<file path="config.mk">
export PLATFORM = sky130hd
export DESIGN_NAME = cie_exec
export DESIGN_NICKNAME = d
export VERILOG_FILES = /design/src/rtl/cie_pkg.sv /design/src/rtl/cie_exec.sv
export SDC_FILE = /design/constraint.sdc
export NUM_CORES = 1
export LEC_CHECK = 0
export BUFFER_PORTS_ARGS = -buffer_cell sky130_fd_sc_hd__buf_2
export CORE_ASPECT_RATIO = 1.1
export CORE_MARGIN = 4
export CORE_UTILIZATION = 59
export CTS_CLUSTER_DIAMETER = 30
export DETAILED_ROUTE_END_ITERATION = 8
export PLACE_DENSITY = 0.86
export SLEW_MARGIN = 40
export SYNTH_ARGS = -nofsm -noshare
export SYNTH_HDL_FRONTEND = slang
export SYNTH_SLANG_ARGS = --single-unit
export TNS_END_PERCENT = 20
</file>
<file path="constraint.sdc">
create_clock -name clk -period 4.1 [get_ports clk]
set_input_delay 0.41 -clock clk [delete_from_list [all_inputs] [get_ports clk]]
set_output_delay 0.41 -clock clk [all_outputs]
set_load 0.01 [all_outputs]
</file>
<file path="src/rtl/cie_pkg.sv">
/*
 cie_pkg: register offsets, opcodes, status layout and bus codes for the
 instruction execution slice.
 assumes: used by cie_exec and cie_exec_tb, every use written cie_pkg::name.
*/
package cie_pkg;
	// register byte offsets on the register bus
	localparam int unsigned ADDR_W = 5;
	localparam logic [4:0] OFF_INSTR = 5'h00;
	localparam logic [4:0] OFF_ACC = 5'h04;
	localparam logic [4:0] OFF_FREG = 5'h08;
	localparam logic [4:0] OFF_STAT = 5'h0c;
	localparam logic [4:0] OFF_STACK = 5'h10;
	localparam logic [4:0] OFF_PC = 5'h14;
	localparam logic [4:0] OFF_WDOG = 5'h18;
	localparam logic [1:0] WORD_LSB = 2'h0;

	// instruction opcodes in the instruction register
	localparam logic [2:0] OP_SLEEP = 3'h0;
	localparam logic [2:0] OP_RET = 3'h1;
	localparam logic [2:0] OP_RROT = 3'h2;
	localparam logic [2:0] OP_LSUB = 3'h3;
	localparam logic [2:0] OP_RSUB = 3'h4;
	localparam logic [2:0] OP_NSWP = 3'h5;
	localparam logic [2:0] OP_RXOR = 3'h6;
	localparam logic [2:0] OP_LXOR = 3'h7;

	// destination select values
	localparam logic DEST_ACC = 1'b0;
	localparam logic DEST_REG = 1'b1;

	// bits 2:0 op, bit 3 dest, bits 11:4 literal
	typedef struct packed {
		logic [7:0] lit;
		logic dest;
		logic [2:0] op;
	} cie_instr_s;
	localparam int unsigned INSTR_W = $bits(cie_instr_s);

	// bit 0 carry, 1 nibble out, 2 zero, 3 expiry, 4 sleep entry
	typedef struct packed {
		logic sleep_entry_flag;
		logic expiry_flag;
		logic z;
		logic nibble_out_flag;
		logic c;
	} cie_stat_s;
	localparam int unsigned STAT_W = $bits(cie_stat_s);
	localparam logic [4:0] STAT_RST = 5'h18;

	localparam logic [7:0] BYTE_ZERO = 8'h00;
	localparam logic [7:0] WDOG_CLR = 8'h00;
	localparam logic [1:0] RESP_OKAY = 2'h0;
	localparam logic [1:0] RESP_SLVERR = 2'h2;
endpackage

</file>
<file path="src/rtl/cie_exec.sv">
/*
 cie_exec: execution slice of an 8-bit core (sleep, subroutine exit,
 rotate right, two subtracts, nibble exchange, two exclusive-ors) with an
 AXI4-Lite register slave; a write to the instruction register issues one when idle and is refused while busy.
 assumes: single 250 MHz clock, bus master keeps AXI4-Lite rules,
 wake_pin is asynchronous and ends the sleep state.
*/
// Operation
// RULE1 - sleep clears sleep entry, sets expiry flag
// RULE2 - sleep zeroes watchdog count and prescaler
// RULE3 - sleep enters low-power state, oscillator halted
// RULE4 - return pops stack head into pc
// RULE5 - return takes two instruction cycles
// RULE6 - rotate right through carry, carry only
// RULE7 - dest bit 0 accumulator, 1 register
// RULE8 - literal minus accumulator into accumulator, flags
// RULE9 - register minus accumulator to destination, flags
// RULE10 - nibble exchange to destination, no flags
// RULE11 - register xor to destination, zero only
// RULE12 - literal xor into accumulator, zero only
// RULE13 - subtract carry flags mean no borrow
// RULE14 - zero flag set when result zero
`timescale 1ns/1ns
module cie_exec #(
	parameter int unsigned STACK_DEPTH = 8,
	parameter int unsigned PC_W = 13
) (
	input wire logic clk,
	input wire logic rst_n,
	input wire logic wake_pin,
	output logic osc_halt,
	input wire logic awvalid,
	output logic awready,
	input wire logic [cie_pkg::ADDR_W-1:0] awaddr,
	input wire logic wvalid,
	output logic wready,
	input wire logic [31:0] wdata,
	input wire logic [3:0] wstrb,
	output logic bvalid,
	input wire logic bready,
	output logic [1:0] bresp,
	input wire logic arvalid,
	output logic arready,
	input wire logic [cie_pkg::ADDR_W-1:0] araddr,
	output logic rvalid,
	input wire logic rready,
	output logic [31:0] rdata,
	output logic [1:0] rresp
);
	localparam int unsigned SP_W = $clog2(STACK_DEPTH);

	// refused at elaboration: the stack pointer wraps by width, the pc must fit the read word
	if (STACK_DEPTH < 2 || (1 << SP_W) != STACK_DEPTH || PC_W > 16)
	begin : g_bad_param
		$error("cie_exec: bad stack depth or pc width");
	end

	typedef enum logic [1:0] {cie_idle, cie_ret2, cie_asleep} cie_state_e;

	logic rst_q1, rst_s_n, wake_q1, wake_s;
	cie_state_e state_reg;
	logic aw_held_reg, w_held_reg, bvalid_reg, rvalid_reg;
	logic [1:0] bresp_reg, rresp_reg;
	logic [cie_pkg::ADDR_W-1:0] waddr_reg;
	logic [31:0] wdata_reg, rdata_reg, wbe;
	logic [3:0] wstrb_reg;
	logic [7:0] acc_reg, freg_reg, wd_cnt_reg, wd_pre_reg;
	cie_pkg::cie_stat_s stat_reg;
	logic [PC_W-1:0] pc_reg, head;
	logic [PC_W-1:0] stack_mem [STACK_DEPTH];
	logic [SP_W-1:0] sp_reg;
	logic halt_reg;

	// reset release and wake pin synchronisers
	always_ff @(posedge clk or negedge rst_n)
	begin
		if (!rst_n)
		begin
			rst_q1 <= 1'b0;
			rst_s_n <= 1'b0;
		end
		else
		begin
			rst_q1 <= 1'b1;
			rst_s_n <= rst_q1;
		end
	end

	always_ff @(posedge clk or negedge rst_s_n)
	begin
		if (!rst_s_n)
		begin
			wake_q1 <= 1'b0;
			wake_s <= 1'b0;
		end
		else
		begin
			wake_q1 <= wake_pin;
			wake_s <= wake_q1;
		end
	end

	// bus write side: address and data held separately, either order
	logic [cie_pkg::ADDR_W-1:0] wa;
	logic wr_do, busy, exec_go, wr_err;
	cie_pkg::cie_instr_s ins;

	assign awready = !aw_held_reg && !bvalid_reg;
	assign wready = !w_held_reg && !bvalid_reg;
	assign wr_do = aw_held_reg && w_held_reg && !bvalid_reg;
	assign wa = {waddr_reg[cie_pkg::ADDR_W-1:2], cie_pkg::WORD_LSB};
	assign busy = state_reg != cie_idle;
	assign ins = cie_pkg::cie_instr_s'(wdata_reg[cie_pkg::INSTR_W-1:0]);
	assign exec_go = wr_do && wa == cie_pkg::OFF_INSTR && !busy;
	assign wr_err = !(wa inside {cie_pkg::OFF_INSTR, cie_pkg::OFF_ACC, cie_pkg::OFF_FREG,
		cie_pkg::OFF_STAT, cie_pkg::OFF_STACK, cie_pkg::OFF_PC, cie_pkg::OFF_WDOG})
		|| (wa == cie_pkg::OFF_INSTR && busy);

	genvar gi;
	generate
		for (gi = 0; gi < 4; gi++)
		begin : g_be
			assign wbe[gi*8 +: 8] = {8{wstrb_reg[gi]}};
		end
	endgenerate

	always_ff @(posedge clk or negedge rst_s_n)
	begin
		if (!rst_s_n)
		begin
			aw_held_reg <= 1'b0;
			w_held_reg <= 1'b0;
			bvalid_reg <= 1'b0;
			bresp_reg <= cie_pkg::RESP_OKAY;
			waddr_reg <= '0;
			wdata_reg <= '0;
			wstrb_reg <= '0;
		end
		else
		begin
			if (awvalid && awready)
			begin
				aw_held_reg <= 1'b1;
				waddr_reg <= awaddr;
			end
			if (wvalid && wready)
			begin
				w_held_reg <= 1'b1;
				wdata_reg <= wdata;
				wstrb_reg <= wstrb;
			end
			if (wr_do)
			begin
				aw_held_reg <= 1'b0;
				w_held_reg <= 1'b0;
				bvalid_reg <= 1'b1;
				bresp_reg <= wr_err ? cie_pkg::RESP_SLVERR : cie_pkg::RESP_OKAY;
			end
			else if (bvalid_reg && bready)
				bvalid_reg <= 1'b0;
		end
	end
	assign bvalid = bvalid_reg;
	assign bresp = bresp_reg;

	// datapath: source operand, subtract with inverted borrow, results
	logic is_lit, to_acc, to_reg;
	logic [7:0] src, res;
	logic [8:0] diff;
	logic [4:0] ndiff;
	logic c_n, dc_n, wr_c, wr_dc, wr_z;

	always_comb
	begin
		is_lit = ins.op == cie_pkg::OP_LSUB || ins.op == cie_pkg::OP_LXOR;
		src = is_lit ? ins.lit : freg_reg;
		diff = {1'b0, src} + {1'b0, ~acc_reg} + 9'h001; // [RULE13]
		ndiff = {1'b0, src[3:0]} + {1'b0, ~acc_reg[3:0]} + 5'h01; // [RULE13]
		res = cie_pkg::BYTE_ZERO;
		c_n = stat_reg.c;
		dc_n = ndiff[4];
		wr_c = 1'b0;
		wr_dc = 1'b0;
		wr_z = 1'b0;
		unique case (ins.op)
			cie_pkg::OP_RROT:
			begin
				res = {stat_reg.c, freg_reg[7:1]}; // [RULE6]
				c_n = freg_reg[0];
				wr_c = 1'b1;
			end
			cie_pkg::OP_LSUB, cie_pkg::OP_RSUB:
			begin
				res = diff[7:0]; // [RULE8] [RULE9]
				c_n = diff[8];
				wr_c = 1'b1;
				wr_dc = 1'b1;
				wr_z = 1'b1;
			end
			cie_pkg::OP_NSWP: res = {freg_reg[3:0], freg_reg[7:4]}; // [RULE10]
			cie_pkg::OP_RXOR, cie_pkg::OP_LXOR:
			begin
				res = acc_reg ^ src; // [RULE11] [RULE12]
				wr_z = 1'b1;
			end
			cie_pkg::OP_SLEEP, cie_pkg::OP_RET: res = cie_pkg::BYTE_ZERO;
		endcase
		// sleep and return write no data; literal forms always land in acc
		to_acc = !(ins.op == cie_pkg::OP_SLEEP || ins.op == cie_pkg::OP_RET)
			&& (is_lit || ins.dest == cie_pkg::DEST_ACC); // [RULE7]
		to_reg = !(ins.op == cie_pkg::OP_SLEEP || ins.op == cie_pkg::OP_RET)
			&& !is_lit && ins.dest == cie_pkg::DEST_REG; // [RULE7]
	end

	// accumulator and operand register: bus writes or results
	always_ff @(posedge clk or negedge rst_s_n)
	begin
		if (!rst_s_n)
		begin
			acc_reg <= cie_pkg::BYTE_ZERO;
			freg_reg <= cie_pkg::BYTE_ZERO;
		end
		else if (exec_go)
		begin
			if (to_acc)
				acc_reg <= res; // [RULE7]
			if (to_reg)
				freg_reg <= res; // [RULE7]
		end
		else if (wr_do && wa == cie_pkg::OFF_ACC)
			acc_reg <= (acc_reg & ~wbe[7:0]) | (wdata_reg[7:0] & wbe[7:0]);
		else if (wr_do && wa == cie_pkg::OFF_FREG)
			freg_reg <= (freg_reg & ~wbe[7:0]) | (wdata_reg[7:0] & wbe[7:0]);
	end

	// status flags
	always_ff @(posedge clk or negedge rst_s_n)
	begin
		if (!rst_s_n)
			stat_reg <= cie_pkg::cie_stat_s'(cie_pkg::STAT_RST);
		else if (exec_go)
		begin
			if (ins.op == cie_pkg::OP_SLEEP)
			begin
				stat_reg.sleep_entry_flag <= 1'b0; // [RULE1]
				stat_reg.expiry_flag <= 1'b1; // [RULE1]
			end
			if (wr_c)
				stat_reg.c <= c_n; // [RULE6] [RULE13]
			if (wr_dc)
				stat_reg.nibble_out_flag <= dc_n; // [RULE13]
			if (wr_z)
				stat_reg.z <= res == cie_pkg::BYTE_ZERO; // [RULE14]
		end
		else if (wr_do && wa == cie_pkg::OFF_STAT && wstrb_reg[0])
			stat_reg <= cie_pkg::cie_stat_s'(wdata_reg[cie_pkg::STAT_W-1:0]);
	end

	// watchdog: prescaler wrap is the count enable; runs in sleep too
	always_ff @(posedge clk or negedge rst_s_n)
	begin
		if (!rst_s_n)
		begin
			wd_pre_reg <= cie_pkg::WDOG_CLR;
			wd_cnt_reg <= cie_pkg::WDOG_CLR;
		end
		else if (exec_go && ins.op == cie_pkg::OP_SLEEP)
		begin
			wd_pre_reg <= cie_pkg::WDOG_CLR; // [RULE2]
			wd_cnt_reg <= cie_pkg::WDOG_CLR; // [RULE2]
		end
		else
		begin
			wd_pre_reg <= wd_pre_reg + 8'h01;
			if (&wd_pre_reg)
				wd_cnt_reg <= wd_cnt_reg + 8'h01;
		end
	end

	// return stack is circular like the core's: no overflow error
	assign head = stack_mem[sp_reg - SP_W'(1)];

	always_ff @(posedge clk)
	begin
		if (wr_do && wa == cie_pkg::OFF_STACK)
			stack_mem[sp_reg] <= wdata_reg[PC_W-1:0];
	end

	always_ff @(posedge clk or negedge rst_s_n)
	begin
		if (!rst_s_n)
		begin
			sp_reg <= '0;
			pc_reg <= '0;
		end
		else if (exec_go && ins.op == cie_pkg::OP_RET)
		begin
			sp_reg <= sp_reg - SP_W'(1); // [RULE4]
			pc_reg <= head; // [RULE4]
		end
		else if (wr_do && wa == cie_pkg::OFF_STACK)
			sp_reg <= sp_reg + SP_W'(1);
	end

	// sequencer: second return cycle, and sleep until wake pin
	always_ff @(posedge clk or negedge rst_s_n)
	begin
		if (!rst_s_n)
		begin
			state_reg <= cie_idle;
			halt_reg <= 1'b0;
		end
		else
		begin
			unique case (state_reg)
				cie_idle:
					if (exec_go && ins.op == cie_pkg::OP_RET)
						state_reg <= cie_ret2; // [RULE5]
					else if (exec_go && ins.op == cie_pkg::OP_SLEEP)
					begin
						state_reg <= cie_asleep; // [RULE3]
						halt_reg <= 1'b1; // [RULE3]
					end
				cie_ret2: state_reg <= cie_idle; // [RULE5]
				cie_asleep:
					if (wake_s)
					begin
						state_reg <= cie_idle;
						halt_reg <= 1'b0;
					end
			endcase
		end
	end
	assign osc_halt = halt_reg;

	// bus read side
	logic [cie_pkg::ADDR_W-1:0] ra;
	logic [31:0] rmux;
	logic rerr;
	assign ra = {araddr[cie_pkg::ADDR_W-1:2], cie_pkg::WORD_LSB};
	assign arready = !rvalid_reg;

	always_comb
	begin
		rmux = '0;
		rerr = 1'b0;
		unique case (ra)
			cie_pkg::OFF_INSTR: rmux = {30'h0, halt_reg, busy};
			cie_pkg::OFF_ACC: rmux = {24'h0, acc_reg};
			cie_pkg::OFF_FREG: rmux = {24'h0, freg_reg};
			cie_pkg::OFF_STAT: rmux = {27'h0, stat_reg};
			cie_pkg::OFF_STACK: rmux = {8'h0, 8'(sp_reg), 16'(head)};
			cie_pkg::OFF_PC: rmux = {16'h0, 16'(pc_reg)};
			cie_pkg::OFF_WDOG: rmux = {16'h0, wd_pre_reg, wd_cnt_reg};
			default: rerr = 1'b1;
		endcase
	end

	always_ff @(posedge clk or negedge rst_s_n)
	begin
		if (!rst_s_n)
		begin
			rvalid_reg <= 1'b0;
			rdata_reg <= '0;
			rresp_reg <= cie_pkg::RESP_OKAY;
		end
		else if (arvalid && arready)
		begin
			rvalid_reg <= 1'b1;
			rdata_reg <= rmux;
			rresp_reg <= rerr ? cie_pkg::RESP_SLVERR : cie_pkg::RESP_OKAY;
		end
		else if (rvalid_reg && rready)
			rvalid_reg <= 1'b0;
	end
	assign rvalid = rvalid_reg;
	assign rdata = rdata_reg;
	assign rresp = rresp_reg;

	logic go_d;
	cie_pkg::cie_instr_s ins_d;
	always_ff @(posedge clk)
	begin
		go_d <= exec_go;
		ins_d <= ins;
	end
endmodule

</file>
Yosys cells after proc, flatten, opt, wreduce, memory -nomap -nowiden
Memories as Yosys holds them, arrays and structs flattened. Index checks and enable logic that the tools add are counted.

Add/sub/neg operators: 8. Equal/unequal tests: 33. Mux-type cells: 45. Bitwise operators: 10. Reductions and logical operators: 66.

Operator list (count): case mux 19 bit (7 select lines) (1); two-way mux 8 bit (11); case mux 8 bit (5 select lines) (1); equality test 3 bit (second input constant) (10); bitwise AND 8 bit (3); logical AND 1 bit (22); nonzero test 2 bit (11); two-way mux 1 bit (19); equality test 3 x 2 -> 1 bit (second input constant) (6); adder 8 x 1 -> 8 bit (second input constant) (2); inverter 8 bit (2); OR 8 bit (2); two-way mux 2 bit (6); != test 2 x 1 -> 1 bit (second input constant) (6); zero test 5 bit (2); two-way mux 5 bit (2); AND reduction 2 bit (5); adder 8 x 8 -> 9 bit (1); adder 9 x 1 -> 9 bit (second input constant) (1); equality test 3 x 1 -> 1 bit (second input constant) (3); zero test 1 bit (8); zero test 8 bit (1); != test 2 bit (second input constant) (4); AND reduction 8 bit (1); 24 further kinds (32).

Register bits: 119. RAM bits: 104. Bits of input ports: 54. Output and inout bits: 42. Word-level logic and storage cells: 190. Memories kept: 1.

Memories: stack_mem (words 8, bits a word 13, read ports 1, clocked after Yosys merged registers in 0, wr ports 1, line cie_exec.sv:70) `logic [PC_W-1:0] stack_mem [STACK_DEPTH];`.

Longest topological paths before layout
Word-level depth: 9. Depth in mapped cells: 12. Gate-level depth less buffers: 10.

Worst setup path after synthesis
No wires, ideal clock.

Path kind: flip-flop to flip-flop. From: register wdata_reg[1]. To: register with a tool-made name. Library setup time: 0.095 ns. Arrival: 2.737 ns. Data required time: 4.005 ns. Slack: 1.268 ns. Cell stages (with the launch flop): 12. Buffers on the path: 2. Period minus slack after synthesis: 2.832 ns. Cells stage by stage: dfrtp_1 > buf_6 > nand2_4 > buf_2 > mux2_2 > ha_1 > a21o_1 > or3_1 > o21a_1 > o211ai_1 > nor2_1 > o31ai_1.

RTL lines: start, declared (line cie_exec.sv:65) `logic [31:0] wdata_reg, rdata_reg, wbe;`; start signal, assigned (line cie_exec.sv:149) `wdata_reg <= wdata;`.

==> results.toml <==
[synthesis]
ys_seq_area_share_pct = 58.7
ys.flop_type = "edfxtp_1"
yosysTopAreaCell = "edfxtp_1"
yosys_warnings = 0
ys_seq_elements = 206
synth_cell_types = 70
synth_edf_count = 104
synth_top_area_share_pct = 32.3
async_flop_share_pct = 49.5
synthCells = 752
ys_top_cells_by_area = "edfxtp_1, dfrtp_1, mux4_2"
syn_area_sq_um = 9670
avgSynthCellArea_sq_um = 12.9

[power]
pwr-share-comb_pct = 32.3
power.leakage_uw = 0.00461
power_switching_uw = 3480
seqPwrFrac_pct = 34.8
ir_worst_vdd_mv = 0.678
swShare_pct = 35.9
clockPowerShare_pct = 32.9
p_int_uw = 6210
powerDensity_nw_per_um2 = 847

[clock_network]
h-tree-depth = 2
clk_pin_slew_ps = 50
tritoncts = "done"
clk_latency_ps = 510
root_buffer = "clkbuf_16"
numCtsBuffers = 37
cts.sinks = 206
cts_buffer_depth = 3

[sta]
slew_violations = 0
skew_ps = 13.4
rsz0062_at_grt = "false"
fin_tns_setup_ps = 0
hold_viol = 0
max_freq_mhz = 328
worst_slew_pin_slew_ps = 834
fin_crit_ps = 3050
fin_crit_sh_pct = 74.4
setup_viol = 0
timing.slew.headroom_pct = 44.4

[placement]
place_inst = 984
gp_congestion = 0.950
dp.final_hpwl_um = 15000
portBuffers = 54

[grt]
grt_pass1_wl_um = 38900
grt_pass1_vias = 6840
grt_start_max_net_pins = 55
grt.overflow.total = 0
grtUsageTotal_pct = 27.6
antenna_found_initial = 0

[worst_setup_path]
cp-start-kind = "register"
crit_arrival_ps = 3450
cp_cell_sequence = "mux2i_1 -> ha_1 -> fa_1 -> o21ai_0 -> xnor2_1 -> o21ai_0 -> o21ai_0 -> mux2_2"
ff2ff_setup_slack_ps = 1050
cp-startpoint = "wdata_reg[4]"
crit_top_cell = "o21ai_0"
critical_path_class = "reg2reg"
cpPeakStageDelay_ps = 710
r2r_cells = 8
critPathMaxFanout = 12
r2r-start = "wdata_reg[4]"
crit_slowest_cell = "dfrtp_1"
cp-end-kind = "register"
critPathRequiredTime_ps = 4490

[floorplan]
fp.dieArea_sq_um = 18500
die_width_um = 130
start_util_pct = 60.8
num_rows = 48
core_sq_um = 15900
die_y_um = 142
ios = 96

[detailed_routing]
drc = 0
vias = 6763
dr.pass1.iters = 5
routed_wirelength_um = 24700
wl_per_cell_um = 23.4
ant_nets = 0
drt_iter0_drc = 865
vias_per_cell = 6.42

[finish]
drive_gt1_share_pct = 26.0
n_fill_cell = 1018
largest_register_ffs = 104
num_antenna_cells = 0
layout.cells.non_filler = 1053
area_delta_synth_final_pct = 18.3
fin_nets = 894

[min_path]
hp-class = "in2reg"

[run_status]
status = "complete, no violations"

[job]
maxCapViolCount = 0
## worst min path at each step
| stage | from | to | slack, ps | cells after the start |
|---|---|---|---|---|
| final | wake_pin | wake_q1 | 20 | 1 |
| after detailed placement | rst_n | rst_q1 | 200 | 1 |
| after floorplan | rst_n | rst_q1 | 110 | 0 |
| after CTS | wake_pin | wake_q1 | 6 | 1 |
| after global placement | rst_n | rst_q1 | 200 | 1 |
| after global routing | wake_pin | wake_q1 | 10 | 1 |
## cells in the final DEF (no fill, tap or decap), types with 15 or more instances in the layout
| cell type | instances |
|---|---|
| a21oi_1 | 18 |
| a22o_1 | 15 |
| buf_2 | 54 |
| buf_4 | 18 |
| clkbuf_16 | 39 |
| conb_1 | 16 |
| dfrtp_1 | 97 |
| edfxtp_1 | 104 |
| inv_1 | 22 |
| mux2_2 | 34 |
| mux2i_1 | 20 |
| mux4_2 | 27 |
| nand2_1 | 80 |
| nor2_1 | 46 |
| o21ai_0 | 51 |
## cells in the mapped netlist, drive strengths merged (3+ instances only)
| library cell | count |
|---|---|
| o31ai | 6 |
| nor2 | 46 |
| a221oi | 5 |
| ha | 15 |
| dfrtp | 100 |
| nor2b | 9 |
| o2111ai | 3 |
| a211oi | 3 |
| a31oi | 6 |
| o22a | 3 |
| nand2 | 81 |
| o221ai | 3 |
| nor4 | 4 |
| nand3b | 4 |
| xnor2 | 8 |
| a211o | 3 |
| a22oi | 12 |
| a21oi | 18 |
| clkbuf | 17 |
| a22o | 15 |
| o22ai | 4 |
| edfxtp | 104 |
| and2 | 4 |
| a21o | 5 |
| nand3 | 14 |
| mux4 | 27 |
| xor2 | 10 |
| buf | 37 |
| nor3 | 8 |
| and3 | 6 |
| inv | 22 |
| nand2b | 8 |
| o21ai | 54 |
| nand4 | 3 |
| mux2 | 34 |
| mux2i | 20 |
## stage by stage
stage,utilization (%),hold WS [ps],power (uW),instance area (sq um),setup WS [ps]
after floorplan,-,114,5480,9720,1050
after global placement,63.5,197,6250,10100,1260
after detailed placement,63.5,198,6380,10100,1170
after CTS,71.8,6.19,9670,11400,1090
after global routing,71.9,9.64,10200,11400,878
final,71.9,22.4,9690,11400,1050
## metal layers
| layer | part of all wire [%] | wire, um | track usage (%) | vias up |
|---|---|---|---|---|
| met2 | 48 | 11900 | 43.7 | 446 |
| li1 | - | - | - | 2934 |
| met4 | 4.4 | 1080 | 11.7 | 0 |
| met1 | 37 | 9210 | 36.6 | 3306 |
| met5 | 0 | 0 | 0 | - |
| met3 | 9.9 | 2440 | 6.91 | 77 |
## area by class of cell
class	count	area [sq um]	area share (%)
clock buffers	45	1020	8.90
clock inverters	23	295	2.58
inverters	22	82.6	0.722
multi-input cells	484	3690	32.3
flip-flops and latches	206	5680	49.7
well taps	200	250	2.19
repair buffers	73	415	3.63
## kinds of logic (layout without fill, tap and decap cells)
kind of cell / after synthesis / after routing / synth area share, %
xor+xnor: 18 / 18 / 1.63
compound gates: 155 / 155 / 10.9
simple gates: 198 / 198 / 10.2
buf+inv: 76 / 163 / 4.01
other cells: 2 / 16 / 0.0777
mux: 81 / 81 / 12.3
flops: 206 / 206 / 58.7
fa+ha+maj: 16 / 16 / 2.15
## worst max-delay path: cells and delay by family (launching register included)
family / cells / cell delay [ps]
adder cells (fa/ha/maj): 2 / 730
flip-flops: 1 / 710
multiplexers: 2 / 510
AO/OA/AOI/OAI: 3 / 880
XOR/XNOR: 1 / 110
## power groups by stage
stage / Combinational [uW] / Clock, uW / Sequential, uW
4_1_cts: 3100 / 3220 / 3340
6_report: 3130 / 3190 / 3370
2_1_floorplan: 2380 / 0 / 3100
5_1_grt: 3430 / 3330 / 3410
3_3_place_gp: 2930 / 0 / 3320
3_5_place_dp: 3020 / 0 / 3360
## repair_timing
action | in CTS | in global routing
resized for setup | 0 | 0
buffers inserted | 0 | 0
hold buffers | 1 | 0
hold endpoints to repair | 2 | 0
Power figures use the tool's default switching activity.
